`config.mk`:
```
export PLATFORM = sky130hd
export DESIGN_NAME = quadrature_input_conditioning
export DESIGN_NICKNAME = d
export VERILOG_FILES = /design/src/hdl/quadrature_io_pkg.sv /design/src/hdl/quadrature_input_conditioning.sv
export VERILOG_INCLUDE_DIRS = /design/src /design/src/hdl
export SDC_FILE = /design/constraint.sdc
export NUM_CORES = 1
export LEC_CHECK = 0
export BUFFER_PORTS_ARGS = -buffer_cell sky130_fd_sc_hd__buf_2
export CAP_MARGIN = 20
export CORE_MARGIN = 10
export CORE_UTILIZATION = 52
export CTS_CLUSTER_SIZE = 28
export DETAILED_ROUTE_END_ITERATION = 10
export GPL_TIMING_DRIVEN = 0
export PLACE_DENSITY_LB_ADDON = 0.15
export REMOVE_ABC_BUFFERS = 1
export SYNTH_ARGS = -nofsm -noshare
export SYNTH_HDL_FRONTEND = slang
export SYNTH_SLANG_ARGS = --single-unit
```
`constraint.sdc`:
```
create_clock -name clk_i -period 5.9 [get_ports clk_i]
set_input_delay 1.18 -clock clk_i [delete_from_list [all_inputs] [get_ports clk_i]]
set_output_delay 1.18 -clock clk_i [all_outputs]
set_load 0.05 [all_outputs]
```
`src/hdl/quadrature_io_map.svh`:
```
// register map, field positions and constants of the encoder input block
// assumes a 32-bit classic wishbone bus with byte addresses
`ifndef QUADRATURE_IO_MAP_SVH
`define QUADRATURE_IO_MAP_SVH

// ****************************************************************
// bus and datapath widths
// ****************************************************************
`define QIO_ADR_W          8
`define QIO_DAT_W          32
`define QIO_SEL_W          4
`define QIO_CNT_W          32
`define QIO_IOC_W          16

// ****************************************************************
// register offsets and reset values
// ****************************************************************
`define QIO_IOC_OFFSET     8'h00
`define QIO_IOC_RESET      16'h0000
`define QIO_IOC_WR_MASK    16'hFFF0

// ****************************************************************
// field positions of encoder_io_control
// ****************************************************************
`define QIO_CAPTURE_BIT    15
`define QIO_FILTER_EN_BIT  14
`define QIO_DIV_HI         13
`define QIO_DIV_LO         11
`define QIO_FUNC_HI        10
`define QIO_FUNC_LO        9
`define QIO_SWAP_BIT       8
`define QIO_POL_HI         7
`define QIO_POL_LO         4
`define QIO_STAT_HI        3
`define QIO_STAT_LO        0

// ****************************************************************
// filter
// ****************************************************************
`define QIO_DIV_CNT_W      7
`define QIO_FLT_DEPTH      3
`define QIO_INPUTS         4

`endif

```
`src/hdl/quadrature_io_pkg.sv`:
```
// types shared by the encoder input conditioning block
// assumes quadrature_io_map.svh is on the include path
package quadrature_io_pkg;

   // ****************************************************************
   // compare output modes
   // ****************************************************************
   typedef enum logic [1:0] {
      CMP_OFF,
      CMP_GREATER_EQUAL,
      CMP_LESS_EQUAL,
      CMP_WINDOW
   } compare_function_t;

   typedef enum logic {
      BUS_IDLE,
      BUS_ACK
   } bus_state_t;

endpackage : quadrature_io_pkg

```
`src/hdl/quadrature_input_conditioning.sv`:
```
// encoder input conditioning: polarity, noise filter, a/b swap, compare output
// assumes a classic wishbone master on clk_i and pins already synchronous to clk_i
//
// Added by the designer: the register offsets and the Wishbone interface to the registers.
`include "quadrature_io_map.svh"

module quadrature_input_conditioning (
   input  wire logic                   clk_i,
   input  wire logic                   rst_i,
   input  wire logic                   wb_cyc_i,
   input  wire logic                   wb_stb_i,
   input  wire logic                   wb_we_i,
   input  wire logic [`QIO_ADR_W-1:0]  wb_adr_i,
   input  wire logic [`QIO_SEL_W-1:0]  wb_sel_i,
   input  wire logic [`QIO_DAT_W-1:0]  wb_dat_i,
   output logic      [`QIO_DAT_W-1:0]  wb_dat_o,
   output logic                        wb_ack_o,
   input  wire logic                   phase_a_input_i,
   input  wire logic                   phase_b_input_i,
   input  wire logic                   index_input_i,
   input  wire logic                   home_input_i,
   input  wire logic [`QIO_CNT_W-1:0]  position_count_i,
   input  wire logic [`QIO_CNT_W-1:0]  greater_equal_compare_value_i,
   input  wire logic [`QIO_CNT_W-1:0]  less_equal_compare_value_i,
   output logic                        phase_a_o,
   output logic                        phase_b_o,
   output logic                        index_o,
   output logic                        home_o,
   output logic                        compare_output_pin_o,
   output logic                        capture_enable_o
);
   import quadrature_io_pkg::*;

   // ****************************************************************
   // helpers
   // ****************************************************************
   // low bits of the divider that must all be one for a sample tick
   function automatic logic [`QIO_DIV_CNT_W-1:0] divider_mask(input logic [2:0] code);
      divider_mask = `QIO_DIV_CNT_W'((8'h01 << code) - 8'h01);
   endfunction : divider_mask

   // ****************************************************************
   // control register
   // ****************************************************************
   logic [`QIO_IOC_W-1:0]     ioc_reg;
   logic [`QIO_INPUTS-1:0]    polar_reg;
   bus_state_t                bus_reg;
   logic                      hit;
   logic                      req;

   assign req = wb_cyc_i && wb_stb_i && (bus_reg == BUS_IDLE);
   assign hit = (wb_adr_i == `QIO_IOC_OFFSET);

   always_ff @(posedge clk_i) begin
      if (rst_i) begin
         ioc_reg <= `QIO_IOC_RESET;
      end else if (req && wb_we_i && hit) begin
         // status nibble is not writable
         if (wb_sel_i[0]) begin
            ioc_reg[7:0] <= (wb_dat_i[7:0] & 8'(`QIO_IOC_WR_MASK));
         end
         if (wb_sel_i[1]) begin
            ioc_reg[15:8] <= wb_dat_i[15:8];
         end
      end
   end

   always_ff @(posedge clk_i) begin
      if (rst_i) begin
         bus_reg <= BUS_IDLE;
      end else begin
         case (bus_reg)
            BUS_IDLE: begin
               if (wb_cyc_i && wb_stb_i) begin
                  bus_reg <= BUS_ACK;
               end
            end
            BUS_ACK: begin
               bus_reg <= BUS_IDLE;
            end
            default: begin
               bus_reg <= BUS_IDLE;
            end
         endcase
      end
   end

   always_ff @(posedge clk_i) begin
      if (rst_i) begin
         wb_ack_o <= 1'b0;
         wb_dat_o <= '0;
      end else begin
         wb_ack_o <= req;
         if (req && !wb_we_i) begin
            // unmapped addresses still answer, reading zero
            if (hit) begin
               wb_dat_o <= {16'h0000, ioc_reg[15:4], polar_reg};
            end else begin
               wb_dat_o <= '0;
            end
         end
      end
   end

   // ****************************************************************
   // polarity
   // ****************************************************************
   logic [`QIO_INPUTS-1:0]    raw;
   assign raw = {home_input_i, index_input_i, phase_b_input_i, phase_a_input_i};

   always_ff @(posedge clk_i) begin
      if (rst_i) begin
         polar_reg <= '0;
      end else begin
         polar_reg <= raw ^ ioc_reg[`QIO_POL_HI:`QIO_POL_LO];
      end
   end

   // ****************************************************************
   // noise filter
   // ****************************************************************
   logic [`QIO_DIV_CNT_W-1:0] div_reg;
   logic                      tick;
   logic [`QIO_FLT_DEPTH-1:0] hist_reg [`QIO_INPUTS];
   logic [`QIO_INPUTS-1:0]    filt_reg;

   always_ff @(posedge clk_i) begin
      if (rst_i) begin
         div_reg <= '0;
      end else begin
         div_reg <= div_reg + `QIO_DIV_CNT_W'(1);
      end
   end

   // one tick every 2^code clocks, code 000 samples every clock
   assign tick = ((div_reg & divider_mask(ioc_reg[`QIO_DIV_HI:`QIO_DIV_LO]))
                  == divider_mask(ioc_reg[`QIO_DIV_HI:`QIO_DIV_LO]));

   // a level must hold for three sample ticks before it passes on
   always_ff @(posedge clk_i) begin
      if (rst_i) begin
         for (int i = 0; i < `QIO_INPUTS; i++) begin
            hist_reg[i] <= '0;
         end
         filt_reg <= '0;
      end else if (!ioc_reg[`QIO_FILTER_EN_BIT]) begin
         filt_reg <= polar_reg;
         // history tracks the bypassed level, so enabling the filter makes no false edge
         for (int i = 0; i < `QIO_INPUTS; i++) begin
            hist_reg[i] <= {`QIO_FLT_DEPTH{polar_reg[i]}};
         end
      end else if (tick) begin
         for (int i = 0; i < `QIO_INPUTS; i++) begin
            hist_reg[i] <= {hist_reg[i][`QIO_FLT_DEPTH-2:0], polar_reg[i]};
            if (&hist_reg[i]) begin
               filt_reg[i] <= 1'b1;
            end else if (~|hist_reg[i]) begin
               filt_reg[i] <= 1'b0;
            end
         end
      end
   end

   // ****************************************************************
   // phase swap and outputs
   // ****************************************************************
   always_ff @(posedge clk_i) begin
      if (rst_i) begin
         phase_a_o <= 1'b0;
         phase_b_o <= 1'b0;
         index_o   <= 1'b0;
         home_o    <= 1'b0;
      end else begin
         if (ioc_reg[`QIO_SWAP_BIT]) begin
            phase_a_o <= filt_reg[1];
            phase_b_o <= filt_reg[0];
         end else begin
            phase_a_o <= filt_reg[0];
            phase_b_o <= filt_reg[1];
         end
         index_o <= filt_reg[2];
         home_o  <= filt_reg[3];
      end
   end

   always_ff @(posedge clk_i) begin
      if (rst_i) begin
         capture_enable_o <= 1'b0;
      end else begin
         capture_enable_o <= ioc_reg[`QIO_CAPTURE_BIT];
      end
   end

   // ****************************************************************
   // compare output
   // ****************************************************************
   logic cmp_ge;
   logic cmp_le;
   assign cmp_ge = (position_count_i >= greater_equal_compare_value_i);
   assign cmp_le = (position_count_i <= less_equal_compare_value_i);

   always_ff @(posedge clk_i) begin
      if (rst_i) begin
         compare_output_pin_o <= 1'b0;
      end else begin
         case (compare_function_t'(ioc_reg[`QIO_FUNC_HI:`QIO_FUNC_LO]))
            CMP_OFF:           compare_output_pin_o <= 1'b0;
            CMP_GREATER_EQUAL: compare_output_pin_o <= cmp_ge;
            CMP_LESS_EQUAL:    compare_output_pin_o <= cmp_le;
            CMP_WINDOW:        compare_output_pin_o <= cmp_ge && cmp_le;
            default:           compare_output_pin_o <= 1'b0;
         endcase
      end
   end

endmodule : quadrature_input_conditioning

```
* Word level (Yosys, flattened, before mapping)
Memory sizes are Yosys's and may differ from the RTL's.
Index checks and enable logic that the tools add are counted.
** Word-level totals
- Logic and storage cells :: 99
- Memory bits (writable) :: 12
- Bits in registers :: 67
- Memories :: 1
- Input bits :: 149
- Output and inout port bits :: 39
** Cells by class
- $lt $le $gt $ge :: 2
- Add/subtract/negate cells :: 2
- Multiplexer cells :: 33
- Eq/ne operators :: 9
- Bitwise logic cells :: 11
- Reduce and logical (&&, ||, !) cells :: 23
- Shift operators :: 1
** Memories
- hist_reg :: words 4, width 3, rd ports 4, clocked after memory_dff 0, wr ports 4, line quadrature_input_conditioning.sv:124 : logic [`QIO_FLT_DEPTH-1:0] hist_reg [`QIO_INPUTS];
** Operators with widths (count)
- $ge 32x32->1 :: 1
- $le 32x32->1 :: 1
- $mux 3 :: 8
- $mux 1 :: 20
- $mux 16 :: 1
- $ne 3x3->1 const B :: 4
- $reduce_and 2->1 :: 6
- $reduce_and 3->1 :: 4
- $reduce_or 3->1 :: 4
- $logic_not 8->1 :: 1
- $mux 4 :: 2
- $or 1x1->1 :: 8
- $add 7x1->7 const B :: 1
- $and 7x7->7 :: 1
- $eq 7x7->1 :: 1
- $shl 1x3->7 const A :: 1
- $sub 7x1->7 const B :: 1
- $logic_and 1x1->1 :: 6
- $eq 2x2->1 const B :: 2
- $pmux 1 s4 :: 1
- $xor 4x4->4 :: 1
- $eq 2x1->1 const B :: 1
- $logic_not 2->1 :: 1
- $ne 2x1->1 const B :: 1
- 3 further kinds :: 3

* Depth between registers and ports, before layout
- Word-level depth :: 9
- Gate-level depth with buffers :: 8
- Gate-level depth less buffers :: 8

* Worst setup path before layout
Ideal clock, no wire load.
- Path kind :: input -> register
- From :: in greater_equal_compare_value_i[19]
- To :: reg compare_output_pin_o
- Data arrival time :: 2.607 ns
- Cell stages on the path :: 8
- Path buffers :: 0
- Slack :: 3.168 ns
- Required time :: 5.775 ns
- Setup time :: 0.125 ns
- Path through :: inv_1 -> ha_1 -> and2_1 -> a221oi_1 -> nor4_1 -> or4b_1 -> o21ai_1 -> a2bb2oi_1
** On the way
- Word-level cells in the longest chain between the ends :: 3
** Ends and longest elaborated chain
- from (decl) :: line quadrature_input_conditioning.sv:23 : input wire logic [`QIO_CNT_W-1:0] greater_equal_compare_value_i,
- $ge 32x32->1 (*) :: line quadrature_input_conditioning.sv:199 : assign cmp_ge = (position_count_i >= greater_equal_compare_value_i);
- $logic_and 1x1->1 :: line quadrature_input_conditioning.sv:210 : CMP_WINDOW: compare_output_pin_o <= cmp_ge && cmp_le;
- $pmux 1 s4 (*) :: line quadrature_input_conditioning.sv:206 : case (compare_function_t'(ioc_reg[`QIO_FUNC_HI:`QIO_FUNC_LO]))
- to (signal assigned) :: line quadrature_input_conditioning.sv:208 : CMP_GREATER_EQUAL: compare_output_pin_o <= cmp_ge;
- to (signal assigned) :: line quadrature_input_conditioning.sv:209 : CMP_LESS_EQUAL: compare_output_pin_o <= cmp_le;
- to (signal assigned) :: line quadrature_input_conditioning.sv:210
- to (decl) :: line quadrature_input_conditioning.sv:29 : output logic compare_output_pin_o,
Mark *: on every way between the ends. The rest lies on a longest branch, timed or not.
A chain may end at the register's enable or synchronous reset.

* Worst setup path after layout
- From :: in wb_cyc_i
- To :: reg wb_dat_o[2]
** On the way
- Word-level cells in the longest chain between the ends :: 3
** Ends and longest elaborated chain
- from (decl) :: line quadrature_input_conditioning.sv:10 : input wire logic wb_cyc_i,
- $logic_and 1x1->1 (2 in a row) :: line quadrature_input_conditioning.sv:51 : assign req = wb_cyc_i && wb_stb_i && (bus_reg == BUS_IDLE);
- $logic_and 1x1->1 :: line quadrature_input_conditioning.sv:94 : if (req && !wb_we_i) begin
- to (signal assigned) :: line quadrature_input_conditioning.sv:97 : wb_dat_o <= {16'h0000, ioc_reg[15:4], polar_reg};
- to (decl) :: line quadrature_input_conditioning.sv:16 : output logic [`QIO_DAT_W-1:0] wb_dat_o,
No other way between the ends.

==> metrics <==
total grt overflow=0; Post-CTS Resized=0; Tcrit/Tclk final=0.4954; # diodes=0; area grow syn2layout=21.50%; clock sinks=63; Skew-Pair Late Insertion Delay=0.34 ns; crit-path cells=buf_2 > nand2_1 > or3_1 > nor3_4 > a22oi_1 > nor2_1; Max Cap Viol=0; Setup Viol. Count Final=0; cts hold-fix bufs=0; Setup Buffers After CTS=0; asr flop ratio synth=0; Placement Setup Slack=2.614 ns; Clock Pin Slew Worst Setup and Hold Paths=0.06 ns; final hold violation count=0; status=finished, final reports clean; Die W=110.5 um; RSZ-0062 raised after global routing=false; Total Routed Length=10.68 mm; Fmax=342.1 MHz; Cell Pwr Density=182.1 nW/um^2; Synth Warn #=0; hpwl dp=8.882 mm; nets@finish=840; Finished Cell Area=5175 um^2; EDFF count, synth=12; fin crit period=2.923 ns; largest net degree at the start of global routing=64; Mapped Cells=478; Synth Cell Area=4259 um^2; drt first pass iters=4; CTS Buf Count=9; r2r setup slk=3.60 ns; Post-DP Area=5000 um^2; delay-heaviest family, CP=simple AND/OR/NAND/NOR gates; CTS H-Tree Depth=3; most frequent cells in the layout=149 x buf_2, 66 x inv_1, 65 x ha_1; critical path arrival=3.19 ns; Rel. slew slack=0.3848; ys flop type=dfxtp_1; Power, Total=0.0009423 W; initial antenna violation count=0; commonest non-fill, non-tap cell in the layout=buf_2; min setup slack post-route=2.977 ns; Setup CP Type=in -> reg; CTS tree=done; # IOs=188; post-synthesis register bit count=63; Leak=2.752 nW; critical path launch point=wb_cyc_i; Placement Rows=32; DRT antenna net count=0; Worst R2R Path Depth=4; gr usage total=0.1670; CP max stage delay=0.85 ns; first-pass GRT wire length=17.45 mm; Max Slew Vio Count=0; register area share after synthesis=0.3243; Slew @ Worst Pin=0.9228 ns; worst reg2reg path endpoint=wb_dat_o[2]; Req. time, crit path=6.17 ns; worst vdd ir=0.1929 mV; Root Driver=clkbuf_8; PortBufs=149; Worst Path Max Fanout=17; Unique masters post-synth=54; share of layout cells above drive strength 1=0.3027; WHS Endpoint=home_o; Hold Crit Start=filt_reg[3]; core box area=7848 um^2; Via Count=3765; Setup TNS Final=0 ns; clock skew=0.01103 ns; Die Span Y=110.5 um; drc violations=0; startpoint types=primary input; die footprint=12210 um^2; Worst R2R Start=bus_reg; max FFs per register=16; Hold Path Depth=1; Routed WL per cell=14.56 um; vias in the first global route=3874; critical path's slowest cell=nor3_4; min-delay worst type=reg -> reg; initial DRC count=112; Vias/cell=5.136; Crit. End Element=flip-flop; worst path bufs/invs=1; Synth Area per Inst=8.910 um^2; GPL Wtd Cong=0.7745; Starting Density=0.5427; clock buffer depth=2
## Yosys cell counts (2+ instances only)
library cell	n	share of area
inv_1	66	0.058
ha_1	65	0.19
dfxtp_1	51	0.24
nor2_1	43	0.038
a21oi_1	34	0.040
nand2_1	22	0.019
buf_4	17	0.030
mux2i_1	14	0.033
nand4_1	13	0.019
edfxtp_1	12	0.085
nand3_1	11	0.013
a22oi_2	10	0.029
nor2_2	10	0.015
o21ai_0	9	0.011
clkbuf_1	8	0.0071
nand2b_1	8	0.012
a22oi_1	6	0.011
nor3_1	6	0.0071
xnor2_1	6	0.012
a21o_1	5	0.0088
a221oi_1	5	0.010
and2_1	5	0.0073
and3_1	5	0.0073
nor2b_1	4	0.0059
nor4_1	4	0.0059
nand3b_1	3	0.0053
xor2_1	3	0.0062
a211o_1	2	0.0041
a211oi_1	2	0.0035
a32oi_1	2	0.0041
and4_1	2	0.0041
o21bai_1	2	0.0035
or4_4	2	0.0053
## worst max path at each step
stage / to / slack (ns) / depth (start not counted)
floorplan: compare_output_pin_o / 3.17 / 8
global placement: wb_dat_o[1] / 2.68 / 6
detailed placement: wb_dat_o[0] / 2.61 / 6
CTS: wb_dat_o[2] / 2.96 / 6
global route: wb_dat_o[2] / 2.79 / 6
finish: wb_dat_o[2] / 2.98 / 6
## worst reg2reg max path, delay by kind of cell (launching register included)
family	cells	cell delay (ns)
and+or+nand+nor	3	1.75
DFF	1	0.33
AOI/OAI and AO/OA	1	0.15
## report_power, final
group          leakage [nW]  internal [W]  switching (W)
Combinational          2.11     0.0000818       0.000110
Clock                0.0847      0.000146       0.000152
Sequential            0.557      0.000447     0.00000609
Total                  2.75      0.000675       0.000268
## cells by family (layout without fill, tap and decap cells)
kind of cell             after synthesis  after routing  synth area share
AO/OA/AOI/OAI                         87             87            0.1445
buffers and inverters                 94            232            0.1025
adder cells (fa/ha/maj)               65             65            0.1910
AND/OR/NAND/NOR                      145            145            0.1854
other                                  1             16         0.0008805
multiplexers                          14             14           0.03290
flip-flops                            63             63            0.3243
XOR/XNOR                               9              9           0.01851
## area by class of cell
type                            instances  area, um^2
Sequential cell                        63        1381
Clock buffer                           10       127.6
Multi-Input combinational cell        336        2497
Fill cell                             693        2673
Tap cell                              102       127.6
Inverter                               66       247.7
Clock inverter                          6       27.53
Timing Repair Buffer                  150       765.7
## metrics by stage
| stage | utilization | hold WS [ns] | instances |
|---|---|---|---|
| final | 0.6594 | 0.4688 | 733 |
| after global routing | 0.6594 | 0.4864 | 733 |
| after CTS | 0.6569 | 0.4714 | 732 |
| after detailed placement | 0.6371 | 0.4619 | 716 |
| after global placement | 0.6371 | 0.4593 | 716 |
| after floorplan | - | 0.4352 | 465 |
## layer usage
metal	vias to the layer above	track usage	routed length [um]
li1	1940	-	-
met5	-	0	0
met4	0	0.03713	78
met1	1701	0.1971	4725
met2	113	0.2707	5011
met3	11	0.07618	859
Power figures use the tool's default switching activity.
